### config.mk
export PLATFORM = sky130hd
export DESIGN_NAME = abwp_bridge
export DESIGN_NICKNAME = d
export VERILOG_FILES = /design/src/rtl/abwp_pkg.sv /design/src/rtl/abwp_bridge.sv /design/src/rtl/abwp_protect_reg.sv /design/src/rtl/abwp_strobe_gen.sv
export SDC_FILE = /design/constraint.sdc
export NUM_CORES = 1
export LEC_CHECK = 0
export ABC_AREA = 1
export BUFFER_PORTS_ARGS = -buffer_cell sky130_fd_sc_hd__buf_2
export CAP_MARGIN = 20
export CORE_MARGIN = 2
export CORE_UTILIZATION = 51
export DETAILED_ROUTE_END_ITERATION = 12
export GPL_ROUTABILITY_DRIVEN = 1
export PLACE_DENSITY = 0.81
export SLEW_MARGIN = 20
export SYNTH_ARGS = -nofsm -noshare
export SYNTH_HDL_FRONTEND = slang
export SYNTH_HIERARCHICAL = 1
export SYNTH_SLANG_ARGS = --single-unit
### constraint.sdc
create_clock -name sys_clk -period 3.2 [get_ports sys_clk]
set_clock_uncertainty 0.2 [all_clocks]
set_input_delay 0 -clock sys_clk [delete_from_list [all_inputs] [get_ports sys_clk]]
set_output_delay 0 -clock sys_clk [all_outputs]
set_load 0.005 [all_outputs]
### src/rtl/abwp_pkg.sv
// Shared constants and carriers for the bridge with write protection
package abwp_pkg;
  // Controller register offsets
  localparam logic [7:0]  ABWP_OFS_CLEAR = 8'h00;
  localparam logic [7:0]  ABWP_OFS_SET   = 8'h04;
  // Reset values of the protection state
  localparam logic [31:0] ABWP_RST_GROUP_A = 32'h0000_0002;
  localparam logic [31:0] ABWP_RST_GROUP_C = 32'h0080_0000;
  // Implemented bits of each protection group; group C also implements its reset bit
  localparam logic [31:0] ABWP_MASK_GROUP_A = 32'h0000_004e;
  localparam logic [31:0] ABWP_MASK_GROUP_C = 32'h000f_fffe;
  // Group A field positions
  localparam int ABWP_BIT_SERVICE_UNIT = 1;
  localparam int ABWP_BIT_NONVOLATILE  = 2;
  localparam int ABWP_BIT_PORT_BLOCK   = 3;
  localparam int ABWP_BIT_TRACE_BUFFER = 6;
  // Group C field positions
  localparam int ABWP_BIT_EVENT_ROUTER = 1;
  localparam int ABWP_BIT_SERIAL_LO    = 2;
  localparam int ABWP_BIT_TIMER_LO     = 8;
  localparam int ABWP_BIT_ADC          = 16;
  localparam int ABWP_BIT_TOUCH_SENSE  = 19;
  // AHB transfer types
  localparam logic [1:0] ABWP_HTRANS_NONSEQ = 2'b10;
  localparam logic [1:0] ABWP_HTRANS_SEQ    = 2'b11;
  // Latched upstream request
  typedef struct packed {
    logic [31:0] addr;
    logic        write;
    logic [2:0]  size;
    logic [3:0]  prot;
  } abwp_req_t;
  // Bridge states
  typedef enum logic [1:0] {ABWP_IDLE, ABWP_ACCESS, ABWP_ERR1, ABWP_ERR2} abwp_state_t;
endpackage

### src/rtl/abwp_bridge.sv
// AHB-Lite to APB4 bridge with a peripheral write-protect controller
`timescale 1ns/1ps
module abwp_bridge
#(
  parameter int PERIPH_IDX_LSB = 10,
  parameter int PERIPH_IDX_W   = 5,
  parameter logic [31:0] CTRL_A_BASE = 32'h4000_0000,
  parameter logic [31:0] CTRL_C_BASE = 32'h4200_0000,
  parameter logic [31:0] GROUP_A_BASE = 32'h4000_0000,
  parameter logic [31:0] GROUP_C_BASE = 32'h4200_0000
) (
  // Clock and reset; the clock is the gated bridge bus clock
  input  wire logic        sys_clk,
  input  wire logic        sys_rst,
  // AHB-Lite slave
  input  wire logic        hsel,
  input  wire logic [31:0] haddr,
  input  wire logic [1:0]  htrans,
  input  wire logic        hwrite,
  input  wire logic [2:0]  hsize,
  input  wire logic [3:0]  hprot,
  input  wire logic [31:0] hwdata,
  input  wire logic        hready,
  output logic             hreadyout,
  output logic             hresp,
  output logic      [31:0] hrdata,
  // APB4 master
  output logic             psel,
  output logic             penable,
  output logic      [31:0] paddr,
  output logic             pwrite,
  output logic      [31:0] pwdata,
  output logic      [3:0]  pstrb,
  output logic      [2:0]  pprot,
  input  wire logic [31:0] prdata,
  input  wire logic        pready,
  input  wire logic        pslverr
);
  import abwp_pkg::*;

  // Elaboration check: the index must reach bit 19 and sit under the group compare bits
  if (PERIPH_IDX_W != 5 || PERIPH_IDX_LSB < 8
      || PERIPH_IDX_LSB + PERIPH_IDX_W > 16) begin : g_bad_idx
    $error("peripheral index field does not fit the protection groups");
  end

  abwp_state_t state_ff;
  abwp_req_t   req_ff;
  logic [31:0] protect_a;
  logic [31:0] protect_c;
  logic [31:0] rdata_ff;
  logic [3:0]  strobe;
  logic        take;
  logic        is_ctrl_a;
  logic        is_ctrl_c;
  logic        is_ctrl;
  logic        blocked;
  logic        wr_clear_a;
  logic        wr_set_a;
  logic        wr_clear_c;
  logic        wr_set_c;
  logic [PERIPH_IDX_W-1:0] periph_idx;

  assign take = hsel && hready && (htrans == ABWP_HTRANS_NONSEQ || htrans == ABWP_HTRANS_SEQ);

  // Request capture at the AHB address phase
  always_ff @(posedge sys_clk) begin
    if (sys_rst) begin
      req_ff <= '0;
    end else if (take) begin
      req_ff <= '{addr: haddr, write: hwrite, size: hsize, prot: hprot};
    end
  end

  // Controller windows: offsets only decoded inside the controller page
  assign is_ctrl_a = (req_ff.addr[31:8] == CTRL_A_BASE[31:8]);
  assign is_ctrl_c = (req_ff.addr[31:8] == CTRL_C_BASE[31:8]);
  assign is_ctrl   = is_ctrl_a || is_ctrl_c;
  assign periph_idx = req_ff.addr[PERIPH_IDX_LSB +: PERIPH_IDX_W];

  always_comb begin
    blocked = 1'b0;
    if (req_ff.write && !is_ctrl) begin
      if (req_ff.addr[31:16] == GROUP_A_BASE[31:16]) begin
        blocked = protect_a[periph_idx];
      end else if (req_ff.addr[31:16] == GROUP_C_BASE[31:16]) begin
        blocked = protect_c[periph_idx];
      end
    end
  end

  // Bridge sequencer; one state covers the merged setup and access cycle
  always_ff @(posedge sys_clk) begin
    if (sys_rst) begin
      state_ff <= ABWP_IDLE;
    end else begin
      case (state_ff)
        ABWP_IDLE: begin
          if (take) begin
            state_ff <= ABWP_ACCESS;
          end
        end
        ABWP_ACCESS: begin
          if (blocked) begin
            state_ff <= ABWP_ERR1;
          end else if (is_ctrl) begin
            state_ff <= ABWP_IDLE;
          end else if (pready) begin
            state_ff <= pslverr ? ABWP_ERR1 : ABWP_IDLE;
          end
        end
        ABWP_ERR1: state_ff <= ABWP_ERR2;
        ABWP_ERR2: state_ff <= take ? ABWP_ACCESS : ABWP_IDLE;
        default:   state_ff <= ABWP_IDLE;
      endcase
    end
  end

  abwp_strobe_gen u_strobe (
    .addr_lo (req_ff.addr[1:0]),
    .size    (req_ff.size),
    .strobe  (strobe)
  );

  // merged address and data cycle: psel and penable rise together
  assign psel    = (state_ff == ABWP_ACCESS) && !is_ctrl && !blocked;
  assign penable = psel;
  assign paddr   = req_ff.addr;
  assign pwrite  = req_ff.write;
  assign pwdata  = hwdata;
  assign pstrb   = strobe;
  // protection attributes: privileged from hprot[1], data/instr from hprot[0]
  assign pprot   = {~req_ff.prot[0], 1'b0, req_ff.prot[1]};

  // Controller register writes
  // group A clear offset
  assign wr_clear_a = (state_ff == ABWP_ACCESS) && is_ctrl_a && req_ff.write
                      && req_ff.addr[7:0] == ABWP_OFS_CLEAR;
  assign wr_set_a   = (state_ff == ABWP_ACCESS) && is_ctrl_a && req_ff.write
                      && req_ff.addr[7:0] == ABWP_OFS_SET;
  assign wr_clear_c = (state_ff == ABWP_ACCESS) && is_ctrl_c && req_ff.write
                      && req_ff.addr[7:0] == ABWP_OFS_CLEAR;
  assign wr_set_c   = (state_ff == ABWP_ACCESS) && is_ctrl_c && req_ff.write
                      && req_ff.addr[7:0] == ABWP_OFS_SET;

  abwp_protect_reg #(
    .RESET_VAL (ABWP_RST_GROUP_A),
    .IMPL_MASK (ABWP_MASK_GROUP_A)
  ) u_group_a (
    .sys_clk    (sys_clk),
    .sys_rst    (sys_rst),
    .wr_clear   (wr_clear_a),
    .wr_set     (wr_set_a),
    .wr_data    (hwdata),
    .protect_ff (protect_a)
  );

  abwp_protect_reg #(
    .RESET_VAL (ABWP_RST_GROUP_C),
    .IMPL_MASK (ABWP_MASK_GROUP_C | ABWP_RST_GROUP_C)
  ) u_group_c (
    .sys_clk    (sys_clk),
    .sys_rst    (sys_rst),
    .wr_clear   (wr_clear_c),
    .wr_set     (wr_set_c),
    .wr_data    (hwdata),
    .protect_ff (protect_c)
  );

  // Read data register; both offsets show the same state, others read zero
  always_ff @(posedge sys_clk) begin
    if (sys_rst) begin
      rdata_ff <= 32'h0000_0000;
    end else if (state_ff == ABWP_ACCESS) begin
      if (is_ctrl) begin
        if (req_ff.addr[7:0] == ABWP_OFS_CLEAR || req_ff.addr[7:0] == ABWP_OFS_SET) begin
          rdata_ff <= is_ctrl_a ? protect_a : protect_c;
        end else begin
          rdata_ff <= 32'h0000_0000;
        end
      end else if (pready) begin
        rdata_ff <= prdata;
      end
    end
  end
  assign hrdata = rdata_ff;

  // single clock, AHB ready held low in the access state and raised the cycle after an APB ready without pslverr, two cycles after one with it
  always_comb begin
    hreadyout = 1'b1;
    hresp     = 1'b0;
    case (state_ff)
      ABWP_ACCESS: hreadyout = 1'b0;
      ABWP_ERR1: begin
        hreadyout = 1'b0;
        hresp     = 1'b1;
      end
      ABWP_ERR2: hresp = 1'b1;
      default: begin
        hreadyout = 1'b1;
        hresp     = 1'b0;
      end
    endcase
  end

  // Assertions
  property p_err_two_cycle;
    @(posedge sys_clk) disable iff (sys_rst)
      state_ff == ABWP_ERR1 |-> hresp && !hreadyout ##1 hresp && hreadyout;
  endproperty
  a_err_two_cycle: assert property (p_err_two_cycle) else $error("error response not two cycles");

  property p_blocked_no_apb;
    @(posedge sys_clk) disable iff (sys_rst)
      blocked && state_ff == ABWP_ACCESS |-> !psel ##1 state_ff == ABWP_ERR1;
  endproperty
  a_blocked_no_apb: assert property (p_blocked_no_apb) else $error("protected write reached APB");

  property p_merged_cycle;
    @(posedge sys_clk) disable iff (sys_rst)
      psel |-> penable;
  endproperty
  a_merged_cycle: assert property (p_merged_cycle) else $error("separate setup phase seen");

  property p_one_cycle_apb;
    @(posedge sys_clk) disable iff (sys_rst)
      psel && pready && !pslverr |=> state_ff == ABWP_IDLE;
  endproperty
  a_one_cycle_apb: assert property (p_one_cycle_apb) else $error("unwaited transfer did not end");

  property p_strobe_byte;
    @(posedge sys_clk) disable iff (sys_rst)
      psel && req_ff.size == 3'h0 |-> $onehot(pstrb);
  endproperty
  a_strobe_byte: assert property (p_strobe_byte) else $error("byte lane not one-hot");

  property p_clear_ones;
    @(posedge sys_clk) disable iff (sys_rst)
      wr_clear_a |=> (protect_a & $past(hwdata)) == 32'h0;
  endproperty
  a_clear_ones: assert property (p_clear_ones) else $error("clear left protection on");

  property p_clear_zeros;
    @(posedge sys_clk) disable iff (sys_rst)
      wr_clear_a |=> (protect_a & ~$past(hwdata)) == ($past(protect_a) & ~$past(hwdata));
  endproperty
  a_clear_zeros: assert property (p_clear_zeros) else $error("clear changed other bits");

  property p_set_ones;
    @(posedge sys_clk) disable iff (sys_rst)
      wr_set_c |=> (protect_c & $past(hwdata) & ABWP_MASK_GROUP_C)
                   == ($past(hwdata) & ABWP_MASK_GROUP_C);
  endproperty
  a_set_ones: assert property (p_set_ones) else $error("set failed to protect");

  property p_reset_value;
    @(posedge sys_clk) $fell(sys_rst) |-> protect_a == ABWP_RST_GROUP_A;
  endproperty
  a_reset_value: assert property (p_reset_value) else $error("group A reset value wrong");

  property p_reset_group_c;
    @(posedge sys_clk) $fell(sys_rst) |-> protect_c == ABWP_RST_GROUP_C;
  endproperty
  a_reset_group_c: assert property (p_reset_group_c) else $error("group C reset wrong");

  property p_set_ones_a;
    @(posedge sys_clk) disable iff (sys_rst)
      wr_set_a |=> (protect_a & $past(hwdata) & ABWP_MASK_GROUP_A)
                   == ($past(hwdata) & ABWP_MASK_GROUP_A);
  endproperty
  a_set_ones_a: assert property (p_set_ones_a) else $error("group A set failed");

  // Register accesses never wait on the peripheral side
  property p_ctrl_single;
    @(posedge sys_clk) disable iff (sys_rst)
      state_ff == ABWP_ACCESS && is_ctrl |=> hreadyout && !hresp;
  endproperty
  a_ctrl_single: assert property (p_ctrl_single) else $error("register access not single");

  // A waiting peripheral must see the same request until it answers
  property p_wait_hold;
    @(posedge sys_clk) disable iff (sys_rst)
      psel && !pready |=> psel && $stable(paddr) && $stable(pwrite) && $stable(pstrb);
  endproperty
  a_wait_hold: assert property (p_wait_hold) else $error("APB request changed in wait");

  c_blocked_write: cover property (@(posedge sys_clk) blocked && state_ff == ABWP_ACCESS);
  c_waited: cover property (@(posedge sys_clk) psel ##1 psel ##1 psel && pready);
  c_clear: cover property (@(posedge sys_clk) wr_clear_a && hwdata[ABWP_BIT_SERVICE_UNIT]);
  c_slverr: cover property (@(posedge sys_clk) psel && pready && pslverr);
endmodule

### src/rtl/abwp_protect_reg.sv
// One write-protect group with set and clear registers
`timescale 1ns/1ps
module abwp_protect_reg #(
  parameter logic [31:0] RESET_VAL = 32'h0000_0000,
  parameter logic [31:0] IMPL_MASK = 32'hffff_ffff
) (
  // Clock and reset
  input  wire logic        sys_clk,
  input  wire logic        sys_rst,
  // Register write port
  input  wire logic        wr_clear,
  input  wire logic        wr_set,
  input  wire logic [31:0] wr_data,
  // Protection state
  output logic      [31:0] protect_ff
);
  logic [31:0] nxt_protect;
  // Ones set or clear, zeros leave the bit alone; unimplemented bits stay zero
  always_comb begin
    nxt_protect = protect_ff;
    if (wr_clear) begin
      nxt_protect = protect_ff & ~wr_data;
    end
    if (wr_set) begin
      nxt_protect = protect_ff | wr_data;
    end
    nxt_protect = nxt_protect & IMPL_MASK;
  end
  always_ff @(posedge sys_clk) begin
    if (sys_rst) begin
      protect_ff <= RESET_VAL;
    end else begin
      protect_ff <= nxt_protect;
    end
  end
endmodule

### src/rtl/abwp_strobe_gen.sv
// Byte lane strobe generator for sparse transfers
`timescale 1ns/1ps
module abwp_strobe_gen (
  // Transfer shape
  input  wire logic [1:0] addr_lo,
  input  wire logic [2:0] size,
  // Lanes
  output logic      [3:0] strobe
);
  // Byte, half-word or word lane select; larger sizes fall back to the word
  always_comb begin
    case (size)
      3'h0:    strobe = 4'h1 << addr_lo;
      3'h1:    strobe = addr_lo[1] ? 4'hc : 4'h3;
      default: strobe = 4'hf;
    endcase
  end
endmodule

==> metrics.md <==
| Metric | Value |
|---|---|
| Layout area overhead | `27.47%` |
| CP delay by family, top | `buffers and inverters` |
| Chip Width | `113.9 um` |
| Setup crit end kind | `register` |
| Synth top area cells | `dfxtp_1, nand2_1, buf_4` |
| Post-synthesis sequential area ratio | `31.18%` |
| Routed len/inst | `around 14 um` |
| Critical path class | `reg -> reg` |
| Max-slew violation count | `0` |
| Switching power | `about 1.1 mW` |
| Yosys top cell by area | `dfxtp_1` |
| H-tree levels | `3` |
| Crit path DAT | `between 3000 and 4000 ps` |
| Post-synth EDFFs | `0` |
| Vias | `between 6000 and 7000` |
| Setup violators final | `0` |
| Synth Register Bits | `between 90 and 100` |
| Multi-input logic area | `3148 um^2` |
| Worst Setup SP | `paddr[11]$_SDFFE_PP0P_` |
| TritonCTS clock tree | `yes` |
| Ys Warns | `6` |
| Die area | `between 10000 and 15000 um^2` |
| Clock Sinks | `96` |
| Slew headroom | `~50%` |
| Routed WL | `18140 um` |
| Drc violations | `0` |
| Crit path max fanout | `19` |
| Unique masters post-synth | `31` |
| Initial antenna violation count | `0` |
| Synth Instances | `around 940` |
| Max Cap Viol | `0` |
| Final Hold Viols | `0` |
| Clk buf depth | `2` |
| Status | `finished clean` |
| Reg2reg setup slack | `roughly 200 ps` |
| Clock power share | `30.5%` |
| Antenna cells | `0` |
| Mapped Area | `6163 um^2` |
| Total negative slack | `0 ps` |
| Worst Reg-to-Reg Cells | `15` |
| Global-route wire length before repair | `around 29000 um` |
| Clk_lat worst skew | `~360 ps` |
| Io pins | `220` |
| Gate power share | `between 20 and 30%` |
| CORE AREA | `11910 um^2` |
| R2r startpoint | `paddr[11]$_SDFFE_PP0P_` |
| Final period util | `roughly 94%` |
| Syn_area_per_cell | `between 6 and 7 um^2` |
| Clock period minus worst slack | `2997 ps` |
| Post-synth top flop | `dfxtp_1` |
| Top post-synthesis cells by count | `nand2_1, nand3_1, buf_4` |
| Tot GR Track Use | `about 27%` |
| Die height | `113.9 um` |
| First-pass detailed-route iteration total | `5` |
| Share of power burned in registers | `between 40% and 50%` |
| Layout cells sized above 1 | `between 20% and 30%` |
| Worst Path Buf+Inv | `3` |
| Maximum VDD drop | `about 0.34 mV` |
| Pwr/cell area | `roughly 430 nW/um^2` |
| FMAX | `~330 MHz` |
| Final nets | `~1300` |
| Most common cell on crit path | `nor2_1` |
| Clk pin slew, worst setup/hold paths | `roughly 70 ps` |
| Final ANT Viol Nets | `0` |
| FFs w/ async S/R, synth | `0%` |
| Fillcell total | `approximately 1000` |
| GP Congestion | `0.8673` |
| Worst-path cell chain | `buf_4 > clkinvlp_4 > nand3_1 > nand2_1 > a21oi_1 > nor2_1 > nor2_1 > nor2_1 > nor2_1 > nand2_1 > nand3_1 > nand3_1 > nor2_1 > dlygate4sd3_1 > nor2_1` |
| Worst Path Required | `between 3000 and 4000 ps` |
| Total power | `between 3 and 4 mW` |
| Levels on crit path | `15` |
| Most common cell in the synthesized netlist | `nand2_1` |
| Switching Fraction | `approximately 32%` |
| Tightest Pin Transition | `~750 ps` |
| Vias per cell | `around 5.1` |
| Total gr overflow | `0` |
| RSZ-0062 raised after global routing | `false` |
| # rows | `40` |
| Number of global-route vias before repair | `between 6000 and 7000` |
| Dpl hpwl | `11070 um` |
| Slowest stage cell, crit path | `dlygate4sd3_1` |
| Port bufs | `roughly 190` |
| Leakage | `about 3.8 nW` |
| Largest net degree at the start of global routing | `between 60 and 70` |
| Min-delay worst type | `in -> reg` |
| P_int | `2.275 mW` |
| Root buf cell | `clkbuf_16` |
| Synth top area share | `31.18%` |
| DR iter-0 viols | `a little under 700` |
| FF/Latch Area | `slightly below 2000 um^2` |
| Critical path's largest stage delay | `560 ps` |
| Initial Util | `between 50% and 60%` |
| Critical path launch point type | `register` |
| Inserted Clock Buffers | `9` |
[logic make-up (layout without fill, tap and decap cells)]
group / count (synthesis) / in the layout / synth area share [%]
AO/OA/AOI/OAI: 155 / 155 / 14.54
other: 3 / 41 / 0.1827
AND/OR/NAND/NOR: 477 / 477 / 32.74
flip-flops: 96 / 96 / 31.18
adder cells (fa/ha/maj): 5 / 5 / 1.015
buffers and inverters: 208 / 376 / 20.34
[power groups by stage]
stage	Combinational (mW)	Clock, mW	Sequential, mW
final	0.926	1.03	1.41
after global routing	1.04	1.09	1.42
after CTS	0.900	1.04	1.41
after detailed placement	0.794	0	1.43
after global placement	0.776	0	1.43
after floorplan	0.591	0	1.43
[worst min path at each step]
stage	start	to	depth (start not counted)
after global routing	sys_rst	register	3
final	sys_rst	register	3
after global placement	hwdata[27]	pwdata[27]	0
after floorplan	sys_rst	register	1
after detailed placement	hwdata[27]	pwdata[27]	0
after CTS	sys_rst	register	3
[cell usage in the layout (no fill, tap or decap), types with 3 or more instances in the layout]
| cell | Yosys | final |
|---|---|---|
| dlygate4sd3_1 | 0 | 105 |
| nor3_1 | 7 | 5 |
| nand3_1 | 124 | 123 |
| clkinv_4 | 0 | 3 |
| clkinvlp_4 | 0 | 3 |
| nand4_1 | 6 | 6 |
| nor4_1 | 3 | 3 |
| a21oi_1 | 46 | 46 |
| a21oi_2 | 19 | 19 |
| inv_1 | 40 | 39 |
| conb_1 | 3 | 41 |
| clkbuf_16 | 0 | 9 |
| buf_4 | 108 | 17 |
| ha_1 | 5 | 5 |
| nand2_1 | 306 | 306 |
| dfxtp_1 | 96 | 96 |
| o21ai_0 | 26 | 26 |
| nor2_1 | 24 | 23 |
| a31oi_1 | 32 | 32 |
| o21ai_1 | 29 | 29 |
| buf_2 | 11 | 191 |
[stage by stage]
step	cells	area (um^2)	util (%)	hold WS, ps	setup slack (ps)
4_1_cts	1294	7829	65.72	32.71	103.7
6_report	1297	7856	65.96	35.61	203.2
5_1_grt	1297	7856	65.96	54.89	1.986
2_1_floorplan	982	6306	-	-130.9	867.2
3_3_place_gp	1173	6496	54.54	-200.0	643.7
3_5_place_dp	1173	6496	54.54	-200.0	626.1
[repair_timing]
action | in CTS | in global routing
setup endpoints to repair | 0 | 1
gates resized for setup | 0 | 2
buffers inserted | 0 | 2
hold buffers | 105 | 0
endpoints found under the hold margin | 108 | 0
[final cells by class]
| class | instances | area share, % |
|---|---|---|
| well taps | 147 | 2.341 |
| flip-flops and latches | 96 | 24.46 |
| repair inverters | 1 | 0.06370 |
| inverters | 46 | 2.309 |
| multi-input cells | 678 | 40.07 |
| clock inverters | 7 | 0.7167 |
| clock buffers | 9 | 2.867 |
| repair buffers | 313 | 27.17 |
[routing by layer]
| layer | part of all wire, % | vias up | global-route usage [%] |
|---|---|---|---|
| met1 | 44 | 2956 | 35.28 |
| met2 | 46 | 289 | 44.25 |
| met3 | 6.7 | 47 | 5.313 |
| met5 | 0 | - | 0 |
| li1 | - | 3366 | - |
| met4 | 3.2 | 0 | 11.63 |
[worst min-delay path: cells and delay by family]
family | cells | cell delay (ps)
buffers and inverters | 2 | 380
AOI/OAI and AO/OA | 1 | 160
(Power assumes the default switching activity.)
